### config.mk
export PLATFORM = sky130hd
export DESIGN_NAME = lpmwp_top
export DESIGN_NICKNAME = d
export VERILOG_FILES = /design/src/hw/lpmwp_top.v
export VERILOG_INCLUDE_DIRS = /design/src /design/src/inc
export SDC_FILE = /design/constraint.sdc
export NUM_CORES = 1
export LEC_CHECK = 0
export ABC_AREA = 0
export BUFFER_PORTS_ARGS = -buffer_cell sky130_fd_sc_hd__buf_4
export CELL_PAD_IN_SITES_DETAIL_PLACEMENT = 1
export CELL_PAD_IN_SITES_GLOBAL_PLACEMENT = 1
export CORE_MARGIN = 2
export CORE_UTILIZATION = 44
export CTS_CLUSTER_DIAMETER = 100
export DETAILED_ROUTE_END_ITERATION = 10
export PLACE_DENSITY_LB_ADDON = 0.1
export SETUP_SLACK_MARGIN = 0.15
export SLEW_MARGIN = 30
export SYNTH_ARGS = -nofsm -noshare
export SYNTH_HDL_FRONTEND = slang
export SYNTH_SLANG_ARGS = --single-unit
### constraint.sdc
create_clock -name clk_sys_in -period 2.9 [get_ports clk_sys_in]
set_input_delay 0.435 -clock clk_sys_in [delete_from_list [all_inputs] [get_ports clk_sys_in]]
set_output_delay 0.435 -clock clk_sys_in [all_outputs]
set_load 0.05 [all_outputs]
### src/inc/lpmwp_map.vh
/*
 Offsets, field positions, reset values and frame timing for the
 loader PHY management write port. Assumes a 20 MHz system clock.
*/
`ifndef LPMWP_MAP_VH
`define LPMWP_MAP_VH

// Register offsets on the loader port
`define LPMWP_OFS_DATA 8'ha4
`define LPMWP_OFS_ACCESS 8'ha8

// Field positions
`define LPMWP_DATA_HI 15
`define LPMWP_DATA_LO 0
`define LPMWP_PHYAD_HI 15
`define LPMWP_PHYAD_LO 11
`define LPMWP_REGAD_HI 10
`define LPMWP_REGAD_LO 6
`define LPMWP_MUSTONE_BIT 1

// Reset values
`define LPMWP_DATA_RST 16'h0000
`define LPMWP_ADDR_RST 5'h00

// Management clock: half period in ns and in system cycles
`define LPMWP_CLK_NS 50
`define LPMWP_MDC_HALF_NS 200
`define LPMWP_MDC_HALF_CYC (`LPMWP_MDC_HALF_NS / `LPMWP_CLK_NS)
// Last count of a half period, sized to the three-bit divider
`define LPMWP_MDC_HALF_LAST 3'h3

// Frame: 32 preamble bits then 32 bits of write frame
`define LPMWP_PRE_BITS 7'h20
`define LPMWP_FRAME_BITS 7'h40
`define LPMWP_ST_OP_WR 4'h5
`define LPMWP_TA_WR 2'h2

`endif

### src/hw/lpmwp_top.v
/*
 Loader PHY management write port: two loader-only registers and a
 clause 22 write frame engine driving the internal PHY management pins.
 Each frame is 32 preamble ones followed by a 32-bit write frame, shifted
 MSB first with data changing on the falling management clock edge.
 Assumes loader and host strobes are synchronous to clk_sys_in and last
 one cycle each. Assumes the loader spaces launches by at least one full
 frame, since no completion flag is visible to it; a launch that arrives
 while a frame is running is dropped, though its address fields are kept.
 Assumes the PHYs sample management data on the rising clock edge.
*/
`timescale 1ns/1ps
`include "lpmwp_map.vh"

module lpmwp_top (
   input wire clk_sys_in, // System clock, 20 MHz
   input wire rst_n_in, // Asynchronous reset, active low
   input wire ldr_wr_in, // Loader write strobe
   input wire [7:0] ldr_addr_in, // Loader register offset
   input wire [31:0] ldr_wdata_in, // Loader write data
   input wire host_wr_in, // Host bus write strobe
   input wire host_rd_in, // Host bus read strobe
   input wire [7:0] host_addr_in, // Host bus offset
   output reg [31:0] host_rdata_out, // Host read data, always zero here
   output reg host_refused_out, // Host hit a loader-only register
   output reg mdc_out, // Management clock to PHYs
   output reg mdio_o_out, // Management data out
   output reg mdio_oe_out, // Management data drive enable
   output wire busy_out // Frame in progress
);

   ////////////////////////////////////////////////////////////////////////
   // Registers and state
   localparam ST_IDLE = 2'b01;
   localparam ST_SHIFT = 2'b10;

   reg [1:0] state_r;
   reg [1:0] state_nxt;
   reg [15:0] data_r;
   reg [4:0] phyad_r;
   reg [4:0] regad_r;
   reg [31:0] frame_r;
   reg [6:0] bit_cnt_r;
   reg [2:0] half_cnt_r;
   reg launch_r;

   // Offset decode for the host path; loader writes compare each offset on their own
   function hit_port;
      input [7:0] a;
      begin
         hit_port = (a == `LPMWP_OFS_DATA) || (a == `LPMWP_OFS_ACCESS);
      end
   endfunction

   wire wr_data = ldr_wr_in && (ldr_addr_in == `LPMWP_OFS_DATA);
   wire wr_acc = ldr_wr_in && (ldr_addr_in == `LPMWP_OFS_ACCESS);
   // Frame slot decode, needed by the state logic, the data pin and the drive enable
   function last_slot;
      input [6:0] cnt;
      begin
         last_slot = (cnt == (`LPMWP_FRAME_BITS - 7'h01));
      end
   endfunction

   // Divider end and bit boundary; a bit ends on the falling clock edge
   wire half_done = (half_cnt_r == `LPMWP_MDC_HALF_LAST);
   wire bit_end = half_done && mdc_out;
   wire in_idle = (state_r == ST_IDLE);
   // Preamble is done once 32 bit slots have passed
   wire past_preamble = (bit_cnt_r >= (`LPMWP_PRE_BITS - 7'h01));

   assign busy_out = state_r[1];

   ////////////////////////////////////////////////////////////////////////
   // Host side: refused, reads return zero so nothing leaks
   always @(posedge clk_sys_in or negedge rst_n_in) begin
      if (!rst_n_in) begin
         host_refused_out <= 1'b0;
         host_rdata_out <= 32'h0000_0000;
      end else begin
         host_refused_out <= (host_wr_in || host_rd_in) && hit_port(host_addr_in);
         host_rdata_out <= 32'h0000_0000;
      end
   end

   ////////////////////////////////////////////////////////////////////////
   // Loader registers; write-only fields, no readback path
   always @(posedge clk_sys_in or negedge rst_n_in) begin
      if (!rst_n_in) begin
         data_r <= `LPMWP_DATA_RST;
         phyad_r <= `LPMWP_ADDR_RST;
         regad_r <= `LPMWP_ADDR_RST;
         launch_r <= 1'b0;
      end else begin
         if (wr_data) begin
            data_r <= ldr_wdata_in[`LPMWP_DATA_HI:`LPMWP_DATA_LO];
         end
         if (wr_acc) begin
            phyad_r <= ldr_wdata_in[`LPMWP_PHYAD_HI:`LPMWP_PHYAD_LO];
            regad_r <= ldr_wdata_in[`LPMWP_REGAD_HI:`LPMWP_REGAD_LO];
         end
         // Bit one is not checked; a launch is taken either way
         launch_r <= wr_acc;
      end
   end

   ////////////////////////////////////////////////////////////////////////
   // Frame engine next state; a launch while busy is dropped
   always @* begin
      state_nxt = state_r;
      case (state_r)
         ST_IDLE: begin
            if (launch_r) begin
               state_nxt = ST_SHIFT;
            end
         end
         ST_SHIFT: begin
            if (bit_end && last_slot(bit_cnt_r)) begin
               state_nxt = ST_IDLE;
            end
         end
         default: begin
            state_nxt = ST_IDLE;
         end
      endcase
   end

   ////////////////////////////////////////////////////////////////////////
   // Shifter: preamble of ones, then ST OP PHYAD REGAD TA DATA
   // State register kept apart so the frame timing below reads plainly
   always @(posedge clk_sys_in or negedge rst_n_in) begin
      if (!rst_n_in) begin
         state_r <= ST_IDLE;
      end else begin
         state_r <= state_nxt;
      end
   end

   ////////////////////////////////////////////////////////////////////////
   // Management clock divider; parked low between frames so idle PHYs see no edges
   always @(posedge clk_sys_in or negedge rst_n_in) begin
      if (!rst_n_in) begin
         half_cnt_r <= 3'h0;
         mdc_out <= 1'b0;
      end else if (in_idle) begin
         half_cnt_r <= 3'h0;
         mdc_out <= 1'b0;
      end else begin
         half_cnt_r <= half_done ? 3'h0 : (half_cnt_r + 3'h1);
         if (half_done) begin
            mdc_out <= ~mdc_out;
         end
      end
   end

   ////////////////////////////////////////////////////////////////////////
   // Bit slot counter, advanced on each falling management clock edge
   always @(posedge clk_sys_in or negedge rst_n_in) begin
      if (!rst_n_in) begin
         bit_cnt_r <= 7'h00;
      end else if (in_idle) begin
         bit_cnt_r <= 7'h00;
      end else if (bit_end) begin
         bit_cnt_r <= bit_cnt_r + 7'h01;
      end
   end

   ////////////////////////////////////////////////////////////////////////
   // Frame word: loaded at launch, shifted once per bit after the preamble
   always @(posedge clk_sys_in or negedge rst_n_in) begin
      if (!rst_n_in) begin
         frame_r <= 32'h0000_0000;
      end else if (in_idle) begin
         if (launch_r) begin
            // Write-only opcode; 16-bit data field
            frame_r <= {`LPMWP_ST_OP_WR, phyad_r, regad_r, `LPMWP_TA_WR, data_r};
         end
      end else if (bit_end && past_preamble) begin
         frame_r <= {frame_r[30:0], 1'b0};
      end
   end

   ////////////////////////////////////////////////////////////////////////
   // Data pin; changes on the falling edge so the PHY samples it stable
   always @(posedge clk_sys_in or negedge rst_n_in) begin
      if (!rst_n_in) begin
         mdio_o_out <= 1'b1;
      end else if (in_idle) begin
         mdio_o_out <= 1'b1;
      end else if (bit_end) begin
         if (last_slot(bit_cnt_r)) begin
            // Back to the idle level once the last data bit is taken
            mdio_o_out <= 1'b1;
         end else if (past_preamble) begin
            mdio_o_out <= frame_r[31];
         end
      end
   end

   ////////////////////////////////////////////////////////////////////////
   // Drive enable: up from the launch cycle, down after the last bit slot
   // Preamble is driven high too, so no pull-up is relied on for it
   always @(posedge clk_sys_in or negedge rst_n_in) begin
      if (!rst_n_in) begin
         mdio_oe_out <= 1'b0;
      end else if (in_idle) begin
         mdio_oe_out <= launch_r;
      end else if (bit_end && last_slot(bit_cnt_r)) begin
         mdio_oe_out <= 1'b0;
      end
   end

endmodule

Yosys cells after proc, flatten, opt, wreduce, memory -nomap -nowiden
Index checks and enable logic that the tools add are counted.
- bits in registers: 75
- bits of input ports: 53
- output and inout bits: 37
- word-level logic and storage cells: 60
- add/sub/neg operators: 2
- order comparisons: 1
- equal/unequal tests: 10
- muxes and demuxes: 18
- bitwise logic cells: 1
- reductions and logical operators: 16
- operator list (kind ; count):
    $mux 32 ; 3
    $eq 8x8->1 const B ; 4
    $mux 7 ; 2
    $mux 1 ; 8
    $reduce_bool 2->1 ; 4
    $add 7x1->7 const B ; 1
    $eq 7x6->1 const B ; 1
    $ge 7x5->1 const B ; 1
    $logic_and 1x1->1 ; 6
    $mux 3 ; 2
    $reduce_and 2->1 ; 3
    $mux 2 ; 2
    $ne 2x2->1 const B ; 2
    $pmux 2 s2 ; 1
    $add 3x1->3 const B ; 1
    $eq 3x2->1 const B ; 1
    $reduce_bool 3->1 ; 1
    $eq 2x1->1 const B ; 1
    $eq 2x2->1 const B ; 1
    $logic_or 1x1->1 ; 2
    $not 1->1 ; 1

Logic depth before layout (Yosys ltp)
- depth in word-level cells: 5
- mapped depth: 7
- gate-level depth less buffers: 5

Worst setup path before layout
Ideal clock, no wire load.
- path type: input to register
- start: input port ldr_addr_in[6]
- end: register data_r[10]
- setup time: 125 ps
- arrival: 1852 ps
- required time: 2775 ps
- slack: 923 ps
- stages: 5
- buffers on the path: 1
- path through: nand4b_1 or4_4 nor3b_4 buf_8 mux2_2
- longest elaborated chain between the ends: 2
- RTL lines (element ; line ; source):
    from (decl) ; lpmwp_top.v:19 ; input wire [7:0] ldr_addr_in,
    $eq 8x8->1 (no source line) ; n/a ;
    $logic_and 1x1->1 ; lpmwp_top.v:55 ; wire wr_data = ldr_wr_in && (ldr_addr_in == `LPMWP_OFS_DATA);
    to (signal assigned) ; lpmwp_top.v:90 ; data_r <= `LPMWP_DATA_RST;
    to (signal assigned) ; lpmwp_top.v:96 ; data_r <= ldr_wdata_in[`LPMWP_DATA_HI:`LPMWP_DATA_LO];
    to (decl) ; lpmwp_top.v:39 ; reg [15:0] data_r;
No other way between the ends.
A chain may end at the register's enable or synchronous reset.

Worst setup path after layout
- start: register bit_cnt_r[0]
- end: register frame_r[5]
- longest elaborated chain between the ends: 4
- RTL lines (element ; line ; source):
    from (decl) ; lpmwp_top.v:43 ; reg [6:0] bit_cnt_r;
    from (signal assigned) ; lpmwp_top.v:164 ; bit_cnt_r <= bit_cnt_r + 7'h01;
    $ge 7x5->1 ; lpmwp_top.v:70 ; wire past_preamble = (bit_cnt_r >= (`LPMWP_PRE_BITS - 7'h01));
    $logic_and 1x1->1 ; lpmwp_top.v:178 ; end else if (bit_end && past_preamble) begin
    $reduce_bool 2->1 (no source line) ; n/a ;
    $reduce_and 2->1 (no source line) ; n/a ;
    to (signal assigned) ; lpmwp_top.v:176 ; frame_r <= {`LPMWP_ST_OP_WR, phyad_r, regad_r, `LPMWP_TA_WR, data_r};
    to (signal assigned) ; lpmwp_top.v:179 ; frame_r <= {frame_r[30:0], 1'b0};
    to (decl) ; lpmwp_top.v:42 ; reg [31:0] frame_r;
No other way between the ends.

==> out/qor.txt <==
P_leak - 1.83 nW
Reg clk slew, reported paths - 80 ps
Synth area leaders - dfrtp_1 (53%), mux2_2 (8.6%), o221a_2 (8.2%)
setup_tns - 0 ps
Final Skew - 11.6 ps
VDD IR max - 0.000225 V
via count - 2211
fin util - 51.3%
WL per Instance - 15.1 µm
IO Port Bufs - 41
Final Cycle Share - 65.5%
area of the core - 7650 µm²
post-synth top area cell - dfrtp_1
Post-Syn Area - 3420 µm²
Worst path slowest cell - dfrtp_1
# IOs - 90
Slew Limit Fails - 0
Fmax - 527 MHz
status - finished clean
clk sinks - 75
clock power share - 36.9%
final hold vios - 0
post-synthesis cell type count - 32
CTS H-tree depth - 3
Placer Congestion - 0.762
area delta synth->final - 14.6%
relative slew slack - 54.3%
grt ovf - 0
Clock Path Buffers - 2
FF+latch count, synth - 75
first-pass GRT wire length - 11300 µm
fill count - 814
vias in the first global route - 2327
n_diodes - 0
final instance area - 3920 µm²
total power - 2.11 mW
Ys Warns - 0
Setup crit start kind - register
Non-Filler Instances - 435
die span in y - 92.2 µm
largest net degree at the start of global routing - 76
worst setup margin - 1000 ps
overall routed net length - 6580 µm
DIE AREA - 8500 µm²
DRC - 0
worst slew pin tran - 686 ps
Post-DP Area - 3730 µm²
layout cell share with drive strength beyond 1 - 36.3%
pre-CTS setup slack - 815 ps
setup bufs post-CTS - 0
max incr delay on CP - 450 ps
Critical Path RT - 3130 ps
quantity of hold-fixing buffers added after cts - 0
total CTS buffers - 9
fin crit period - 1900 ps
Sw Share - 26.0%
Mapped Avg Cell Area - 12.2 µm²
Iter 0 DRT Violations - 117
fin nets - 383
post-CTS sizing - 0
internal cell power - 1.57 mW
vias per cell - 5.08
CP Max Fanout - 25
CP Capture Type - register
die width - 92.2 µm
crit-path cells - ha_1 > a21oi_1 > o21a_1 > o21ai_2 > buf_4 > o221a_2
placed cell count - 419
Global Route Usage Sum - 17.2%
clk root buf - clkbuf_8
Worst Setup Path Type - reg2reg
Yosys top cell area share - 53.4%
RSZ-0062 raised after global routing - no
Logic pwr share - 10.0%
latest clock arrival within the worst-skew pair - 340 ps
Hold Crit Class - in2async
Pwr Density - 539 nW/µm²
Synth Instances - 281
WHS - 84.4 ps
register area share after synthesis - 54.9%
Net Switching - 0.549 mW
storage element area - 1880 µm²
DR pass1 iterations - 4
initial core utilization - 44.8%
initial antenna violation count - 0
register share of total power - 53.0%
CTS tree - yes
Setup Viol. Count Final - 0
Arrival @ worst endpoint - 2130 ps
Detailed Place HPWL - 4420 µm
FF-to-FF path depth - 6
max-cap violations - 0
multi-input logic area - 1360 µm²
Antenna Nets Post-Route - 0
# rows - 32
[path summary, 6_finish.rpt]
kind	from	end	slack (ps)
hold reg to reg	half_cnt_r[0]$_DFF_PN0_	half_cnt_r[0]$_DFF_PN0_	450
setup / recovery	bit_cnt_r[0]$_DFFE_PN0P_	frame_r[5]$_DFFE_PN0P_	1000
setup reg to reg	bit_cnt_r[0]$_DFFE_PN0P_	frame_r[5]$_DFFE_PN0P_	1000
max in group asynchronous	rst_n_in	data_r[1]$_DFFE_PN0P_	2320
hold / removal	rst_n_in	bit_cnt_r[2]$_DFFE_PN0P_	80
min in group clk_sys_in	ldr_wdata_in[3]	data_r[3]$_DFFE_PN0P_	330
[synth_stat cells (all sizes together)]
cell type	instances
xor2	3
o21ai	13
nand3	9
nand4	2
nor3b	3
nand3b	1
and3b	1
dfrtp	73
nand2b	27
mux2	26
and2	2
nor4	1
clkbuf	6
nor2b	2
conb	1
nand4bb	1
nand4b	1
dfstp	2
nor2	11
xnor2	4
o21a	4
buf	37
nand2	15
a21oi	3
nor3	5
o221a	25
or4	1
ha	2
[flip-flops by register name (all words and copies together) (netlist names)]
register / cells
frame_r: 32
data_r: 16
bit_cnt_r: 7
phyad_r: 5
regad_r: 5
half_cnt_r: 3
state_r: 2
host_refused_out: 1
launch_r: 1
mdc_out: 1
mdio_o_out: 1
mdio_oe_out: 1
[per-layer routing]
layer,global-route usage (%),up-vias,part of all wire [%]
met4,5.85,0,1.3
met1,22.8,1129,45
met5,0,-,0
met3,5.26,7,4.5
li1,-,1028,-
met2,27.0,47,49
[cells in the final DEF (no fill, tap or decap), types with 3 or more instances in the layout]
cell type,instances
conb_1,32
clkinv_2,3
o21a_1,4
nand2b_1,27
mux2_2,26
o21ai_0,11
o221a_2,25
nand2_1,15
nor3_1,5
xnor2_1,4
clkbuf_8,9
nand3_1,9
buf_4,47
dfrtp_1,73
a21oi_1,3
xor2_1,3
nor2_1,11
[logic make-up (layout without fill, tap and decap cells)]
logic type / count (synthesis) / in the layout / synth area share [%]
adder cells (fa/ha/maj): 2 / 2 / 0.731
XOR/XNOR: 7 / 7 / 1.79
multiplexers: 26 / 26 / 8.55
buffers and inverters: 43 / 64 / 8.77
AND/OR/NAND/NOR: 82 / 82 / 13.5
AO/OA/AOI/OAI: 45 / 45 / 11.7
flip-flops: 75 / 75 / 54.9
other: 1 / 32 / 0.110
[critical path, delay by kind of cell, from the launching register on]
kind / cells / cell delay, ps
AOI/OAI and AO/OA: 4 / 830
adders and majority gates: 1 / 260
DFF: 1 / 450
buffers and inverters: 1 / 230
[cell type report]
| type | count | area share, % |
|---|---|---|
| tap | 102 | 3.25 |
| sequential | 75 | 47.9 |
| clock inverter | 7 | 1.75 |
| clock buffer | 9 | 3.16 |
| timing repair buffer | 48 | 9.28 |
| multi-input combinational | 194 | 34.7 |
[power by group through the flow]
stage	combinational [mW]	clock [mW]	sequential [mW]
6_report	0.212	0.781	1.12
5_1_grt	0.228	0.857	1.13
4_1_cts	0.214	0.810	1.12
3_5_place_dp	0.214	0	1.14
3_3_place_gp	0.209	0	1.14
2_1_floorplan	0.180	0	1.13
Power figures use the tool's default switching activity.
